`src/core/alsctl_pkg.sv`:
```
// Purpose: shared constants and types for the light sensor control core
// Assumes: 100 MHz system clock, i2c slave with 8-bit registers
// Notes: register indices are the i2c register addresses
package alsctl_pkg;
  localparam logic [6:0] SLAVE_ADDR = 7'h44;
  localparam logic [2:0] REG_ADC_COMMAND = 3'h0;
  localparam logic [2:0] REG_SENSOR_CONTROL = 3'h1;
  localparam logic [2:0] REG_UPPER_ALARM_LEVEL = 3'h2;
  localparam logic [2:0] REG_LOWER_ALARM_LEVEL = 3'h3;
  localparam logic [2:0] REG_LIGHT_RESULT_LOW = 3'h4;
  localparam logic [2:0] REG_LIGHT_RESULT_HIGH = 3'h5;
  localparam logic [2:0] REG_CYCLE_COUNT_LOW = 3'h6;
  localparam logic [2:0] REG_CYCLE_COUNT_HIGH = 3'h7;
  localparam int ADDR_RESTART_BIT = 7;
  localparam int ADDR_ALARM_CLEAR_BIT = 6;
  localparam int CMD_CONVERTER_ON = 7;
  localparam int CMD_SLEEP_REQUEST = 6;
  localparam int CMD_TIMING_SOURCE = 5;
  localparam int CTL_ALERT_STATUS = 5;
  localparam logic [7:0] RESET_ADC_COMMAND = 8'h00;
  localparam logic [7:0] RESET_SENSOR_CONTROL = 8'h00;
  localparam logic [7:0] RESET_UPPER_ALARM_LEVEL = 8'hFF;
  localparam logic [7:0] RESET_LOWER_ALARM_LEVEL = 8'h00;
  localparam logic [7:0] CTL_WRITE_MASK = 8'h0F;
  localparam logic [1:0] WIDE_ONLY = 2'h0;
  localparam logic [1:0] IR_ONLY = 2'h1;
  localparam logic [1:0] DIFF_SELECT = 2'h2;
  // oscillator: 327 kHz slow, 655 kHz fast, as ticks of clk_sys
  localparam int SYS_CLK_KHZ = 100000;
  localparam int OSC_SLOW_KHZ = 327;
  localparam int OSC_FAST_KHZ = 655;
  localparam logic [8:0] OSC_SLOW_DIV = 9'(SYS_CLK_KHZ / OSC_SLOW_KHZ);
  localparam logic [8:0] OSC_FAST_DIV = 9'(SYS_CLK_KHZ / OSC_FAST_KHZ);

  typedef enum {I2C_IDLE, I2C_ADDR, I2C_ADDR_ACK, I2C_REG, I2C_REG_ACK,
                I2C_WDATA, I2C_WACK, I2C_RDATA, I2C_RACK, I2C_IGNORE} alsctl_i2c_state_t;

  typedef struct packed {
    logic [7:0] adcCommand;
    logic [7:0] sensorControl;
    logic [7:0] upperAlarmLevel;
    logic [7:0] lowerAlarmLevel;
    logic [15:0] lightResult;
    logic [15:0] cycleCount;
  } alsctl_regs_t;
endpackage

```
`src/core/alsctl_core.sv`:
```
// Purpose: i2c slave, conversion timing and threshold alarm of a light sensor
// Assumes: scl and sda come from outside and are synchronised here
// Notes: photodiode levels are given as digital sample inputs per conversion tick
//
// Summary of operation
// - answer only our fixed seven-bit address
// - command and control hold until rewritten, except alert_status, which the alarm sets
// - source bits pick wideband, infrared or difference
// - difference: wideband first, infrared second, subtract
// - length bits set 2^16/12/8/4 cycles
// - timing bit picks internal or host timing
// - internal timing counts oscillator cycles to length
// - host timing: period between restart commands
// - address bit 7 write ends a host-timed period; no effect under internal timing
// - address bit 6 write clears alarm
// - converter_on low holds converter in reset
// - sleep_request high powers device down
// - alert_status reads one once alarm fired
// - range bits set full-scale lux range
// - persistence needs 1, 4, 8, 16 hits
// - threshold registers hold high bytes, reset values
// - out of window: above upper or below lower
// - alarm pulls open-drain pin low
// - registers 4 and 5 give result
// - registers 6 and 7 give cycle count
// - thresholds use zero low byte
// - writing zero to alert_status clears it
// - result updated every conversion end, every second one in difference mode
// - cycle counter captured at conversion end
`timescale 1ns/1ps
module alsctl_core
  import alsctl_pkg::*;
#(
  parameter int SAMPLE_WIDTH = 16
) (
  input wire logic clk_sys,
  input wire logic reset,
  input wire logic sclIn,
  input wire logic sdaIn,
  output logic sdaOut,
  output logic sdaOe,
  output logic alarmOutN,
  output logic alarmOutOe,
  input wire logic [SAMPLE_WIDTH-1:0] widebandPhotodiode,
  input wire logic [SAMPLE_WIDTH-1:0] infraredPhotodiode,
  output logic [1:0] rangeSelect,
  output logic powerDown
);

  typedef struct packed {
    logic [1:0] sclSync;
    logic [1:0] sdaSync;
    logic sclLast;
    logic sdaLast;
    alsctl_i2c_state_t i2cState;
    logic [7:0] shiftReg;
    logic [2:0] bitCount;
    logic gotBit;
    logic [7:0] regPtr;
    logic readMode;
    logic sdaOut;
    logic sdaOe;
    alsctl_regs_t regs;
    logic [8:0] oscDiv;
    logic [16:0] convCounter;
    logic [15:0] cycleCounter;
    logic diffSecond;
    logic [15:0] firstResult;
    logic [4:0] hitCount;
    logic alarmOutN;
    logic alarmOutOe;
    logic [1:0] rangeSelect;
    logic powerDown;
  } alsctl_state_t;

  alsctl_state_t cur;
  alsctl_state_t next_cur;

  logic sclRise;
  logic sclFall;
  logic startSeen;
  logic stopSeen;
  logic oscTick;
  logic convEnd;
  logic restartCmd;
  logic clearCmd;
  logic [16:0] lengthCycles;
  logic [15:0] sample;
  logic [15:0] finalResult;
  logic [4:0] persistNeed;
  logic outOfWindow;
  logic [7:0] readByte;
  logic byteDone;

  always_comb begin
    next_cur = cur;
    sclRise = cur.sclSync[1] & ~cur.sclLast;
    sclFall = ~cur.sclSync[1] & cur.sclLast;
    startSeen = cur.sclSync[1] & cur.sclLast & cur.sdaLast & ~cur.sdaSync[1];
    stopSeen = cur.sclSync[1] & cur.sclLast & ~cur.sdaLast & cur.sdaSync[1];
    restartCmd = 1'b0;
    clearCmd = 1'b0;
    // a byte is complete only after eight rises since the last boundary;
    // the scl fall that closes a start condition must not count as one
    byteDone = sclFall && cur.bitCount == 3'h0 && cur.gotBit;
    next_cur.sclSync = {cur.sclSync[0], sclIn};
    next_cur.sdaSync = {cur.sdaSync[0], sdaIn};
    next_cur.sclLast = cur.sclSync[1];
    next_cur.sdaLast = cur.sdaSync[1];

    case (cur.regPtr[2:0])
      REG_ADC_COMMAND: readByte = cur.regs.adcCommand;
      REG_SENSOR_CONTROL: readByte = cur.regs.sensorControl;
      REG_UPPER_ALARM_LEVEL: readByte = cur.regs.upperAlarmLevel;
      REG_LOWER_ALARM_LEVEL: readByte = cur.regs.lowerAlarmLevel;
      REG_LIGHT_RESULT_LOW: readByte = cur.regs.lightResult[7:0];
      REG_LIGHT_RESULT_HIGH: readByte = cur.regs.lightResult[15:8];
      REG_CYCLE_COUNT_LOW: readByte = cur.regs.cycleCount[7:0];
      REG_CYCLE_COUNT_HIGH: readByte = cur.regs.cycleCount[15:8];
      default: readByte = 8'h00;
    endcase

    // i2c slave; start and stop override every state
    if (startSeen) begin
      next_cur.i2cState = I2C_ADDR;
      next_cur.bitCount = 3'h0;
      next_cur.gotBit = 1'b0;
      next_cur.shiftReg = 8'h00;
      next_cur.sdaOe = 1'b0;
    end else if (stopSeen) begin
      next_cur.i2cState = I2C_IDLE;
      next_cur.gotBit = 1'b0;
      next_cur.sdaOe = 1'b0;
    end else begin
      case (cur.i2cState)
        I2C_ADDR, I2C_REG, I2C_WDATA: begin
          if (sclRise) begin
            next_cur.shiftReg = {cur.shiftReg[6:0], cur.sdaSync[1]};
            next_cur.bitCount = cur.bitCount + 3'h1;
            next_cur.gotBit = 1'b1;
          end
          if (byteDone) begin
            next_cur.gotBit = 1'b0;
          end
          if (byteDone && cur.i2cState == I2C_ADDR) begin
            if (cur.shiftReg[7:1] == SLAVE_ADDR) begin
              next_cur.readMode = cur.shiftReg[0];
              next_cur.i2cState = I2C_ADDR_ACK;
              next_cur.sdaOe = 1'b1;
              next_cur.sdaOut = 1'b0;
            end else begin
              next_cur.i2cState = I2C_IGNORE;
            end
          end else if (byteDone && cur.i2cState == I2C_REG) begin
            next_cur.regPtr = cur.shiftReg;
            next_cur.i2cState = I2C_REG_ACK;
            next_cur.sdaOe = 1'b1;
            next_cur.sdaOut = 1'b0;
            // command bits ride on the register address byte
            restartCmd = cur.shiftReg[ADDR_RESTART_BIT];
            clearCmd = cur.shiftReg[ADDR_ALARM_CLEAR_BIT];
          end else if (byteDone && cur.i2cState == I2C_WDATA) begin
            next_cur.i2cState = I2C_WACK;
            next_cur.sdaOe = 1'b1;
            next_cur.sdaOut = 1'b0;
            case (cur.regPtr[2:0])
              REG_ADC_COMMAND: next_cur.regs.adcCommand = cur.shiftReg;
              REG_SENSOR_CONTROL: begin
                // only the alert bit can be cleared, never set, by software
                next_cur.regs.sensorControl = (cur.shiftReg & CTL_WRITE_MASK) |
                  (cur.regs.sensorControl & ~CTL_WRITE_MASK);
                if (!cur.shiftReg[CTL_ALERT_STATUS]) begin
                  clearCmd = 1'b1;
                end
              end
              REG_UPPER_ALARM_LEVEL: next_cur.regs.upperAlarmLevel = cur.shiftReg;
              REG_LOWER_ALARM_LEVEL: next_cur.regs.lowerAlarmLevel = cur.shiftReg;
              default: ; // data registers are read only
            endcase
          end
        end
        I2C_ADDR_ACK: begin
          if (sclFall) begin
            next_cur.bitCount = 3'h0;
            next_cur.shiftReg = 8'h00;
            if (cur.readMode) begin
              next_cur.i2cState = I2C_RDATA;
              next_cur.shiftReg = {readByte[6:0], 1'b0};
              next_cur.sdaOut = readByte[7];
              next_cur.sdaOe = ~readByte[7];
              next_cur.bitCount = 3'h1;
            end else begin
              next_cur.i2cState = I2C_REG;
              next_cur.sdaOe = 1'b0;
            end
          end
        end
        I2C_REG_ACK, I2C_WACK: begin
          if (sclFall) begin
            next_cur.i2cState = I2C_WDATA;
            next_cur.bitCount = 3'h0;
            next_cur.sdaOe = 1'b0;
            if (cur.i2cState == I2C_WACK) begin
              next_cur.regPtr = {cur.regPtr[7:3], cur.regPtr[2:0] + 3'h1};
            end
          end
        end
        I2C_RDATA: begin
          if (sclFall) begin
            if (cur.bitCount == 3'h0) begin
              next_cur.i2cState = I2C_RACK;
              next_cur.sdaOe = 1'b0;
            end else begin
              next_cur.sdaOut = cur.shiftReg[7];
              next_cur.sdaOe = ~cur.shiftReg[7];
              next_cur.shiftReg = {cur.shiftReg[6:0], 1'b0};
              next_cur.bitCount = cur.bitCount + 3'h1;
            end
          end
        end
        I2C_RACK: begin
          if (sclRise) begin
            next_cur.regPtr = {cur.regPtr[7:3], cur.regPtr[2:0] + 3'h1};
            next_cur.i2cState = cur.sdaSync[1] ? I2C_IGNORE : I2C_RACK;
          end else if (sclFall) begin
            next_cur.i2cState = I2C_RDATA;
            next_cur.shiftReg = {readByte[6:0], 1'b0};
            next_cur.sdaOut = readByte[7];
            next_cur.sdaOe = ~readByte[7];
            next_cur.bitCount = 3'h1;
          end
        end
        I2C_IGNORE, I2C_IDLE: next_cur.sdaOe = 1'b0;
        default: next_cur.i2cState = I2C_IDLE;
      endcase
    end
    // open-drain: drive only lows
    if (next_cur.sdaOe) begin
      next_cur.sdaOut = 1'b0;
    end

    // conversion timing on the dual-speed oscillator
    case (cur.regs.adcCommand[1:0])
      2'h0: lengthCycles = 17'h10000;
      2'h1: lengthCycles = 17'h01000;
      2'h2: lengthCycles = 17'h00100;
      default: lengthCycles = 17'h00010;
    endcase
    oscTick = (cur.oscDiv == 9'h000);
    if (!oscTick) begin
      next_cur.oscDiv = cur.oscDiv - 9'h001;
    end else if (cur.regs.sensorControl[3]) begin
      // upper two ranges run the oscillator at double speed
      next_cur.oscDiv = OSC_FAST_DIV - 9'h001;
    end else begin
      next_cur.oscDiv = OSC_SLOW_DIV - 9'h001;
    end
    if (cur.regs.adcCommand[CMD_TIMING_SOURCE]) begin
      convEnd = restartCmd;
    end else begin
      convEnd = oscTick && (cur.convCounter + 17'h1 >= lengthCycles);
    end
    case (cur.regs.adcCommand[3:2])
      IR_ONLY: sample = 16'(infraredPhotodiode);
      default: sample = 16'(widebandPhotodiode);
    endcase
    if (cur.regs.adcCommand[3:2] == DIFF_SELECT && cur.diffSecond) begin
      finalResult = 16'(cur.firstResult - 16'(infraredPhotodiode));
    end else begin
      finalResult = sample;
    end
    case (cur.regs.sensorControl[1:0])
      2'h0: persistNeed = 5'd1;
      2'h1: persistNeed = 5'd4;
      2'h2: persistNeed = 5'd8;
      default: persistNeed = 5'd16;
    endcase
    // difference result is signed; compare as stored bits
    outOfWindow = (finalResult > {cur.regs.upperAlarmLevel, 8'h00}) ||
                  (finalResult < {cur.regs.lowerAlarmLevel, 8'h00});

    if (!cur.regs.adcCommand[CMD_CONVERTER_ON] || cur.regs.adcCommand[CMD_SLEEP_REQUEST] ||
        cur.regs.adcCommand[3:2] == 2'h3) begin
      next_cur.convCounter = 17'h0;
      next_cur.cycleCounter = 16'h0;
      next_cur.diffSecond = 1'b0;
      // a restarted core counts persistence afresh
      next_cur.hitCount = 5'd0;
    end else if (convEnd) begin
      next_cur.convCounter = 17'h0;
      next_cur.cycleCounter = 16'h0;
      // the tick that ends the period is counted too
      next_cur.regs.cycleCount = cur.cycleCounter + {15'h0000, oscTick};
      if (cur.regs.adcCommand[3:2] == DIFF_SELECT && !cur.diffSecond) begin
        next_cur.firstResult = 16'(widebandPhotodiode);
        next_cur.diffSecond = 1'b1;
      end else begin
        next_cur.diffSecond = 1'b0;
        next_cur.regs.lightResult = finalResult;
        if (!outOfWindow) begin
          next_cur.hitCount = 5'd0;
        end else if (cur.hitCount + 5'd1 >= persistNeed) begin
          next_cur.hitCount = 5'd0;
          next_cur.regs.sensorControl[CTL_ALERT_STATUS] = 1'b1;
        end else begin
          next_cur.hitCount = cur.hitCount + 5'd1;
        end
      end
    end else if (oscTick) begin
      next_cur.convCounter = cur.convCounter + 17'h1;
      next_cur.cycleCounter = cur.cycleCounter + 16'h1;
    end

    // set wins over clear only when the flag was clear: a firing in this cycle then keeps it
    if (clearCmd && !(convEnd && next_cur.regs.sensorControl[CTL_ALERT_STATUS] &&
        !cur.regs.sensorControl[CTL_ALERT_STATUS])) begin
      next_cur.regs.sensorControl[CTL_ALERT_STATUS] = 1'b0;
    end
    next_cur.alarmOutN = ~next_cur.regs.sensorControl[CTL_ALERT_STATUS];
    next_cur.alarmOutOe = next_cur.regs.sensorControl[CTL_ALERT_STATUS];
    next_cur.rangeSelect = cur.regs.sensorControl[3:2];
    next_cur.powerDown = cur.regs.adcCommand[CMD_SLEEP_REQUEST];
  end

  always_ff @(posedge clk_sys or posedge reset) begin
    if (reset) begin
      // idle bus levels, so no false edge follows reset
      cur.sclSync <= 2'h3;
      cur.sdaSync <= 2'h3;
      cur.sclLast <= 1'b1;
      cur.sdaLast <= 1'b1;
      cur.i2cState <= I2C_IDLE;
      cur.shiftReg <= 8'h00;
      cur.bitCount <= 3'h0;
      cur.gotBit <= 1'b0;
      cur.regPtr <= 8'h00;
      cur.readMode <= 1'b0;
      cur.sdaOut <= 1'b0;
      cur.sdaOe <= 1'b0;
      cur.regs.adcCommand <= RESET_ADC_COMMAND;
      cur.regs.sensorControl <= RESET_SENSOR_CONTROL;
      cur.regs.upperAlarmLevel <= RESET_UPPER_ALARM_LEVEL;
      cur.regs.lowerAlarmLevel <= RESET_LOWER_ALARM_LEVEL;
      cur.regs.lightResult <= 16'h0000;
      cur.regs.cycleCount <= 16'h0000;
      cur.oscDiv <= 9'h000;
      cur.convCounter <= 17'h00000;
      cur.cycleCounter <= 16'h0000;
      cur.diffSecond <= 1'b0;
      cur.firstResult <= 16'h0000;
      cur.hitCount <= 5'h00;
      cur.alarmOutN <= 1'b1;
      cur.alarmOutOe <= 1'b0;
      cur.rangeSelect <= 2'h0;
      cur.powerDown <= 1'b0;
    end else begin
      cur <= next_cur;
    end
  end

  assign sdaOut = cur.sdaOut;
  assign sdaOe = cur.sdaOe;
  assign alarmOutN = cur.alarmOutN;
  assign alarmOutOe = cur.alarmOutOe;
  assign rangeSelect = cur.rangeSelect;
  assign powerDown = cur.powerDown;

endmodule // alsctl_core

```
`config.mk`:
```
export PLATFORM = sky130hd
export DESIGN_NAME = alsctl_core
export DESIGN_NICKNAME = d
export VERILOG_FILES = /design/src/core/alsctl_pkg.sv /design/src/core/alsctl_core.sv
export SDC_FILE = /design/constraint.sdc
export NUM_CORES = 1
export LEC_CHECK = 0
export ABC_AREA = 0
export BUFFER_PORTS_ARGS = -buffer_cell sky130_fd_sc_hd__buf_2
export CORE_MARGIN = 2
export CORE_UTILIZATION = 50
export CTS_BUF_LIST = sky130_fd_sc_hd__clkbuf_4 sky130_fd_sc_hd__clkbuf_8
export CTS_CLUSTER_DIAMETER = 50
export DETAILED_ROUTE_END_ITERATION = 10
export GPL_ROUTABILITY_DRIVEN = 0
export GPL_TIMING_DRIVEN = 0
export MAX_ROUTING_LAYER = met4
export PLACE_DENSITY = 0.65
export SLEW_MARGIN = 40
export SYNTH_ARGS = -nofsm -noshare
export SYNTH_HDL_FRONTEND = slang
export SYNTH_SLANG_ARGS = --single-unit
```
`constraint.sdc`:
```
create_clock -name clk_sys -period 5.4 [get_ports clk_sys]
set_clock_uncertainty 0.05 [all_clocks]
set_input_delay 0.27 -clock clk_sys [delete_from_list [all_inputs] [get_ports clk_sys]]
set_output_delay 0.27 -clock clk_sys [all_outputs]
set_load 0.01 [all_outputs]
```
## After elaboration in Yosys (flattened, before gate mapping)

Cells that the tools add are included.

- Input bits: 36
- Flip-flop bits (word level): 188
- Output and inout bits: 7
- Word-level logic and storage cells: 268

- Magnitude comparators: 4
- Multiplexer cells: 98
- Bitwise gates (word level): 21
- Reduce and logical (&&, ||, !) cells: 50
- $add $sub $neg: 8
- Equality and inequality tests: 59

Operators by type and width:

| kind | count |
|---|---|
| $mux 32 | 7 |
| $pmux 32 s6 | 1 |
| $eq 32x3->1 const B | 5 |
| $mux 22 | 6 |
| $mux 43 | 3 |
| $eq 32x4->1 const B | 4 |
| $eq 32x2->1 const B | 3 |
| $mux 34 | 2 |
| $mux 33 | 2 |
| $pmux 8 s8 | 1 |
| $pmux 17 s3 | 1 |
| $mux 16 | 3 |
| $mux 11 | 4 |
| $mux 44 | 1 |
| $ne 3x3->1 const B | 14 |
| $mux 1 | 35 |
| $reduce_and 7->1 | 5 |
| $eq 32x1->1 const B | 1 |
| $logic_not 32->1 | 1 |
| $mux 8 | 4 |
| $pmux 8 s4 | 1 |
| $mux 3 | 7 |
| $mux 5 | 4 |
| $ne 4x4->1 const B | 5 |
| 51 further kinds | 120 |

## Longest topological paths before layout

Gate-level depths: netlist (run 1).

- Depth after elaboration: 22
- Gate-level depth with buffers: 20
- Gate-level depth less buffers: 20

## Worst setup path after synthesis (run 1)

Ideal clock, no wire load.

- Path type: register to register
- From: reg cur[10] in the netlist's numbering
- To: reg cur[7] in the netlist's numbering
- Library setup time: 0.121 ns
- Path buffers: 0
- Clock period less this slack: 3.791 ns
- Stages on the path, launching flop included: 21
- Required time: 5.229 ns
- Slack: 1.609 ns
- Arrival time: 3.620 ns
- Cell sequence: dfrtp_1 > inv_1 > ha_1 > fa_1 > nand2b_1 > a21o_1 > a211o_1 > o21ai_0 > a31oi_1 > xnor2_1 > nand2_1 > o21ai_0 > ha_1 > nand2_1 > nor3_1 > nand2_1 > nor4_1 > a31oi_1 > o21a_1 > a32o_1 > nand2b_1

- Cells in the longest elaborated chain, start to end: 8
- Elaborated cells between the ends (all ways): 9
- Classes of those cells: 1 x add/sub; 2 x order compare; 5 x mux; 1 x reduce/logical

Ends and longest elaborated chain:

| what | RTL line | text |
|---|---|---|
| from (decl) | alsctl_core.sv:76 | `alsctl_state_t cur;` |
| $sub 16x16->16 (*) | alsctl_core.sv:268 | `finalResult = 16'(cur.firstResult - 16'(infraredPhotodiode));` |
| $mux 16 (*) | alsctl_core.sv:267 | `if (cur.regs.adcCommand[3:2] == DIFF_SELECT && cur.diffSecond) begin` |
| net finalResult[14] | alsctl_core.sv:89 | `logic [15:0] finalResult;` |
| $gt 16x16->1 or $lt 16x16->1 (tied branches) | alsctl_core.sv:279, alsctl_core.sv:280 |  |
| $logic_or 1x1->1 (*) | alsctl_core.sv:279 | `outOfWindow = (finalResult > {cur.regs.upperAlarmLevel, 8'h00}) \|\|` |
| $mux 5 (*) | alsctl_core.sv:300 | `if (!outOfWindow) begin` |
| $mux 5 (*) | alsctl_core.sv:294 | `if (cur.regs.adcCommand[3:2] == DIFF_SELECT && !cur.diffSecond) begin` |
| $mux 22 (*) | alsctl_core.sv:289 | `end else if (convEnd) begin` |
| $mux 5 (*) | alsctl_core.sv:282 | `if (!cur.regs.adcCommand[CMD_CONVERTER_ON] \|\| cur.regs.adcCommand[CMD_SLEEP_REQUEST] \|\|` |

The timed path passes the listed nets; every way through them passes the cells marked *. The select of a mux whose other input is x is not followed.
A chain may end at the register's enable or synchronous reset.

## Worst setup path in the final report (run 1)

Ends and elaborated chain as after synthesis.

==> results of run 1 <==
==> layout by cell type, fill, tap and decap left out, types with 10 or more instances in the layout <==
master	count
dfrtp_1	142
nand2_1	102
nor2_1	90
o21ai_0	75
a21oi_1	59
ha_1	56
inv_1	52
mux2_2	48
buf_2	45
nand3_1	39
clkbuf_1	38
xor2_1	37
xnor2_1	30
nand2b_1	19
clkbuf_8	17
dlygate4sd3_1	17
nand4_1	16
nor3_1	15
dfstp_2	15
and3_1	14
o211ai_1	12
o31ai_1	12
a31oi_1	12
nor2b_1	10
and2_1	10
a21o_1	10
mux2i_1	10
mux2_1	10
==> cells in the mapped netlist (all sizes together) (3+ instances only) <==
library cell	instances	area, um2
or3	8	50.1
a21oi	59	295
buf	11	67.6
a22oi	5	37.5
nand2b	19	119
and2	10	62.6
a311oi	3	26.3
nor4b	4	41.3
nand3b	7	52.6
a221oi	5	43.8
and3	14	87.6
xnor2	30	263
clkbuf	38	143
nor3	15	75.1
mux2i	10	100
a31oi	12	75.1
inv	55	206
dfstp	15	394
nor2	91	344
ha	56	701
o221ai	3	26.3
nand2	103	389
nand4	16	100
o2111ai	4	35.0
nand3	40	205
xor2	37	324
nor3b	4	30.0
or2	5	31.3
nor2b	10	62.6
o21ai	78	390
dfrtp	142	3550
mux2	67	788
a222oi	8	80.1
a211oi	4	30.0
o22ai	5	45.0
o31ai	12	90.1
o211ai	14	133
a21o	10	75.1
a32o	3	30.0
a22o	3	26.3
nor4	4	25.0
==> power by group <==
| part | leakage, nW | internal, mW | switching [mW] | total (mW) |
|---|---|---|---|---|
| Combinational | 2.50 | 0.212 | 0.347 | 0.559 |
| Sequential | 2.05 | 1.23 | 0.0965 | 1.33 |
| Clock | 0.199 | 0.419 | 0.478 | 0.896 |
| Total | 4.75 | 1.86 | 0.921 | 2.79 |
==> through the flow <==
stage	setup slack [ps]	total power, mW
6_report	820	2.79
5_1_grt	479	2.95
4_1_cts	871	2.81
3_5_place_dp	899	1.89
3_3_place_gp	-1100	1.88
2_1_floorplan	870	1.70
==> timing repair <==
item	4_1_cts	5_1_grt
hold buffers	17	0
buffers inserted	0	0
endpoints found under the hold margin	50	0
==> kinds of logic after synthesis <==
kind of cell,count (synthesis),share of synthesized area
and+or+nand+nor,355,0.174
AOI/OAI and AO/OA,244,0.161
DFF,157,0.400
buffers and inverters,104,0.0422
muxes,77,0.0901
xor gates and xnor gates,67,0.0595
adders and majority gates,57,0.0731
==> worst max-delay path, delay by kind of cell (launching register included) <==
kind | cells | cell delay (ps)
AND/OR/NAND/NOR | 7 | 930
buffers and inverters | 1 | 50
XOR/XNOR | 1 | 150
AO/OA/AOI/OAI | 8 | 1920
flip-flops | 1 | 370
adder cells (fa/ha/maj) | 3 | 990
==> final timing paths <==
path | end | slack [ps]
setup reg to reg | cur[7] | 820
hold reg to reg | cur[193] | 310
max in group asynchronous | cur[112] | 4040
hold / removal | cur[10] | 30
setup / recovery | cur[7] | 820
min in group asynchronous | cur[60] | 270
==> state kept, by name, summed over array words and instances (netlist names) <==
signal	cells
sdaOe	1
cur	151
alarmOutN	1
powerDown	1
rangeSelect	2
sdaOut	1
==> metal layers <==
metal / track usage / routed length, um
met5: - / 0
met4: 0.0639 / 448
met3: 0.0480 / 1390
met2: 0.390 / 11200
met1: 0.347 / 11300
==> area by class of cell <==
| class | instances | area share |
|---|---|---|
| multi-input cells | 800 | 0.499 |
| flip-flops and latches | 157 | 0.358 |
| repair buffers | 61 | 0.0394 |
| well taps | 265 | 0.0300 |
| clock buffers | 17 | 0.0212 |
| inverters | 55 | 0.0194 |
| plain buffers | 49 | 0.0190 |
| clock inverters | 15 | 0.0147 |
==> impl_metrics.ini, run 1 <==
[floorplan]
core_area_mm2 = 0.0194
num_rows = 51
ioPinCount = 43
dieArea_mm2 = 0.0209
die_h_um = 144
die_w_um = 144
initial_core_util = 0.508

[timing]
fmax_mhz = 218
period_needed_ps = 4580
slew_violations = 0
worst_slew_pin_slew_ps = 701
rsz0062_at_grt = no
setup_viol = 0
whs_ps = 26.8
tns_ps = 0
hold_viol = 0
fin_crit_sh = 0.848
max-slew-margin-rel = 0.532

[yosys]
synth_cell_type_count = 72
async_flop_share = 1.00
syn_area_per_cell_um2 = 9.29
synthesis.area_mm2 = 0.00986
ys.flop_type = dfrtp_1
ys_seq_area_frac = 0.400
yosysWarningCount = 0
synth_nets = 1154
ys_ff_latch = 157
synthCells = 1061
synth_edf_count = 0

[min_path]
min_from = widebandPhotodiode[0]
hold_depth = 2
min_path_type = in -> reg

[route]
vias_per_cell = 5.74
ant_nets = 0
drt-total-wl_mm = 24.4
dr.pass1.iters = 5
wl_per_cell_um = 17.2
drt_iter0_markers = 623
drc = 0
vias = 8145

[layout]
final_cells = 1419
area_delta_synth_final_pct = 11.9
n_antenna_cell = 0
num-nets-final = 1234
multi_input_area_mm2 = 0.00550
fill_cells = 1780
drive_gt1_frac = 0.147
layout.area.seq_mm2 = 0.00395
final_area_mm2 = 0.0110
fin_util = 0.569

[outcome]
outcome = finished, final reports clean

[global_route]
grt_pass1_wl_mm = 40.0
grt_usage = 0.253
antenna_found_initial = 0
grt_pass1_vias = 7801
grt.overflow.total = 0
grt_max_degree = 81

[critical_path]
crit_required_ps = 5700
crit_type = reg -> reg
cp_max_fo = 6
critical_path.slowest_cell = fa_1
startpoint_type = register
cp_common_cell = nand2_1
rr_worst_depth = 20
arrival_ps = 4880
cp-startpoint = cur[10]
critPathMaxStageDelay_ps = 400
endpoint_kind = register
crit_chain = inv_1 -> ha_1 -> fa_1 -> nand2b_1 -> a21o_1 -> a211o_1 -> o21ai_0 -> a31oi_1 -> xnor2_1 -> nand2_1 -> o21ai_0 -> ha_1 -> nand2_1 -> nor3_1 -> nand2_1 -> nor4_1 -> a31oi_1 -> o21a_1 -> a32o_1 -> nand2b_1
r2r_start = cur[10]

[placed_design]
placed_cells = 1370
portBuffers = 42
hpwl_mm = 17.9
post_dp_cell_area_mm2 = 0.0105

[job]
drv_cap = 0

[power_and_ir_drop]
power_density_mw_per_mm2 = 252
leakagePower_nw = 4.75
vdd_ir_drop_max_v = 0.000154

[clock_tree]
htree_levels = 4
cts_buffers = 17
clk_latency_ps = 460
cts_tree = yes
ctsResizeCount = 0
numClockSinks = 157
cts_root_buffer = clkbuf_8
clkTransAtPathRegs_ps = 90
cts_max_path_buffers = 2
Power figures use the tool's default switching activity.
==> run 2: changes to the inputs <==
--- a/config.mk
+++ b/config.mk
@@ -5,7 +5,7 @@
 export SDC_FILE = /design/constraint.sdc
 export NUM_CORES = 1
 export LEC_CHECK = 0
-export ABC_AREA = 0
+export ABC_AREA = 1
 export BUFFER_PORTS_ARGS = -buffer_cell sky130_fd_sc_hd__buf_2
 export CORE_MARGIN = 2
 export CORE_UTILIZATION = 50
@@ -15,7 +15,7 @@
 export GPL_ROUTABILITY_DRIVEN = 0
 export GPL_TIMING_DRIVEN = 0
 export MAX_ROUTING_LAYER = met4
-export PLACE_DENSITY = 0.65
+export PLACE_DENSITY = 0.67
 export SLEW_MARGIN = 40
 export SYNTH_ARGS = -nofsm -noshare
 export SYNTH_HDL_FRONTEND = slang
==> constraint.sdc (replaced) <==
create_clock -name clk_sys -period 3.95 [get_ports clk_sys]
set_clock_uncertainty 0.05 [all_clocks]
set_input_delay 0.1975 -clock clk_sys [delete_from_list [all_inputs] [get_ports clk_sys]]
set_output_delay 0.1975 -clock clk_sys [all_outputs]
set_load 0.01 [all_outputs]
==> run 2 against run 1 <==
  * Die area is 1.9% higher
  * Non-clock buffer count down 1
  * Critical endpoint is now cur[5]
  * Cell count increased by 19%
  * Synthesized cell count grew 24%
  * Register-to-register slack worse by 560 ps
  * Global-route usage rose by 1.3 points
  * Total power increased by 56%
  * Critical path depth rose by 7
==> impl_metrics.ini, run 2 <==
[power_and_ir_drop]
leakagePower_nw = 5.38
p_seq_frac = 0.409
sw_frac_of_total = 0.357
p_int_mw = 2.80
p_sw_mw = 1.56
p_comb_frac = 0.284
vdd_ir_drop_max_v = 0.000282
clkPwrFrac = 0.307
total_power_mw = 4.35
power_density_mw_per_mm2 = 373

[clock_tree]
cts_max_path_buffers = 2
clk_latency_ps = 480
htree_levels = 4
clkTransAtPathRegs_ps = 100
cts_root_buffer = clkbuf_8
cts_tree = yes
cts_buffers = 17
numClockSinks = 157

[layout]
final_common_cell = nand2_1
drive_gt1_frac = 0.142
largest_register = cur
final_area_mm2 = 0.0117
num-nets-final = 1502
final_cells = 1687
area_delta_synth_final_pct = 16.2
reg_top3 = cur x151, rangeSelect x2
largest_reg_flops = 151
n_antenna_cell = 0
layout_common_cells = nand2_1 (291), inv_1 (183), dfrtp_1 (142), nor2_1 (115), o21ai_0 (93)

[route]
wl_per_cell_um = 16.1
dr.pass1.iters = 8
drc = 0
drt_iter0_markers = 596
vias_per_cell = 5.49
drt-total-wl_mm = 27.1
vias = 9264
ant_nets = 0

[timing]
rsz0062_at_grt = yes
period_needed_ps = 3700
max-slew-margin-rel = 0.461
worst_slew_pin_slew_ps = 800
setup_viol = 0
slew_violations = 0
hold_viol = 0
fin_crit_sh = 0.936
fmax_mhz = 271

[critical_path]
cp_max_fo = 7
crit_type = reg -> reg
critPathMaxStageDelay_ps = 400
endpoint_kind = register
crit_required_ps = 4260
critical_path.slowest_cell = fa_2
arrival_ps = 4000
startpoint_type = register

[floorplan]
die_h_um = 146
dieArea_mm2 = 0.0213
die_w_um = 146
num_rows = 51
ioPinCount = 43
core_area_mm2 = 0.0196
initial_core_util = 0.513

[placed_design]
placed_cells = 1628
hpwl_mm = 20.3
portBuffers = 42
post_dp_cell_area_mm2 = 0.0108

[job]
drv_cap = 0

[yosys]
async_flop_share = 1.00
synth_top_area_cell = dfrtp_1
synth_top_area_share = 0.353
syn_area_per_cell_um2 = 7.65
yosysWarningCount = 0
synthesis.area_mm2 = 0.0101
synth_edf_count = 0
ys_seq_area_frac = 0.393
ys.flop_type = dfrtp_1
synthCells = 1314
synth_cell_type_count = 54
ys_top_cells_by_count = nand2_1 (295), inv_1 (189), dfrtp_1 (142)
synthMostInstantiatedCell = nand2_1
synth_nets = 1407
synth_top_cells_by_area = dfrtp_1 (35%), nand2_1 (11%), inv_1 (7.1%)
ys_ff_latch = 157

[global_route]
grt_usage = 0.267
grt_pass1_vias = 8886
grt_max_degree = 26
grt.overflow.total = 0
antenna_found_initial = 1
grt_pass1_wl_mm = 44.5

[min_path]
min_path_type = in -> reg

[outcome]
outcome = finished, final reports clean
[run 2: cell types whose count changed after synthesis, sizes merged, moves of 26 or more]
| cell | before | now |
|---|---|---|
| clkbuf | 38 | 12 |
| inv | 55 | 193 |
| mux2 | 67 | 0 |
| nand2 | 103 | 299 |
| nand3 | 40 | 78 |
| nor2 | 91 | 121 |
| o21ai | 78 | 128 |
[run 2: final timing paths]
check,cells after the start,endpoint,from,slack [ps]
worst max-delay path,27,cur[5],cur[10],250
worst min-delay path,5,cur[97],infraredPhotodiode[12],150
worst max register to register,27,cur[5],cur[10],250
worst min register to register,0,cur[191],cur[190],310
max in group asynchronous,6,cur[111],reset,2740
min in group asynchronous,3,cur[18],reset,220
[run 2: cells by family (layout without fill, tap and decap cells)]
| group | Yosys count | in the layout | synth area share |
|---|---|---|---|
| and+or+nand+nor | 567 | 567 | 0.249 |
| AOI/OAI and AO/OA | 265 | 265 | 0.160 |
| buffers and inverters | 227 | 335 | 0.0908 |
| DFF | 157 | 157 | 0.393 |
| adders and majority gates | 57 | 57 | 0.0717 |
| xor gates and xnor gates | 41 | 41 | 0.0357 |
[run 2: layout make-up]
class	count	area, um2
inverters	194	736
flip-flops and latches	157	3950
repair buffers	78	638
multi-input cells	930	5420
well taps	265	332
clock buffers	21	277
fillers	1855	7900
clock inverters	11	160
plain buffers	31	178
[run 2: routing by layer]
layer	track usage	wire length, um
met1	0.348	12200
met3	0.0426	1460
met4	0.0804	577
met2	0.429	12800
met5	-	0
[run 2: power by group through the flow]
stage               Combinational, mW  Sequential [mW]  Clock [mW]
finish                           1.24             1.78        1.34
global route                     1.38             1.79        1.42
CTS                              1.19             1.78        1.36
detailed placement               1.17             1.81           0
global placement                 1.14             1.81           0
floorplan                       0.835             1.79           0
[run 2: stage by stage]
step / setup WS, ps / TNS [ps] / hold WS, ps / utilization
after CTS: 39.7 / 0 / 150 / 0.583
final: 255 / 0 / 150 / 0.597
after global placement: -355 / -2350 / 254 / 0.541
after detailed placement: -310 / -2110 / 174 / 0.549
after global routing: -88.2 / -312 / 182 / 0.597
after floorplan: 605 / 0 / 152 / -
[run 2: critical path, delay by kind of cell, from the launching register on]
family / cells / cell delay [ps]
AOI/OAI and AO/OA: 5 / 710
adders and majority gates: 3 / 830
buffers and inverters: 4 / 220
DFF: 1 / 360
and+or+nand+nor: 15 / 1380
[run 2: what timing repair did]
| item | in CTS | in global routing |
|---|---|---|
| resized for setup | 5 | 47 |
| endpoints found under the setup margin | 9 | 9 |
| hold endpoints to repair | 61 | 0 |
| pin swaps | 1 | 22 |
| setup buffers | 1 | 9 |
| hold buffers | 19 | 0 |
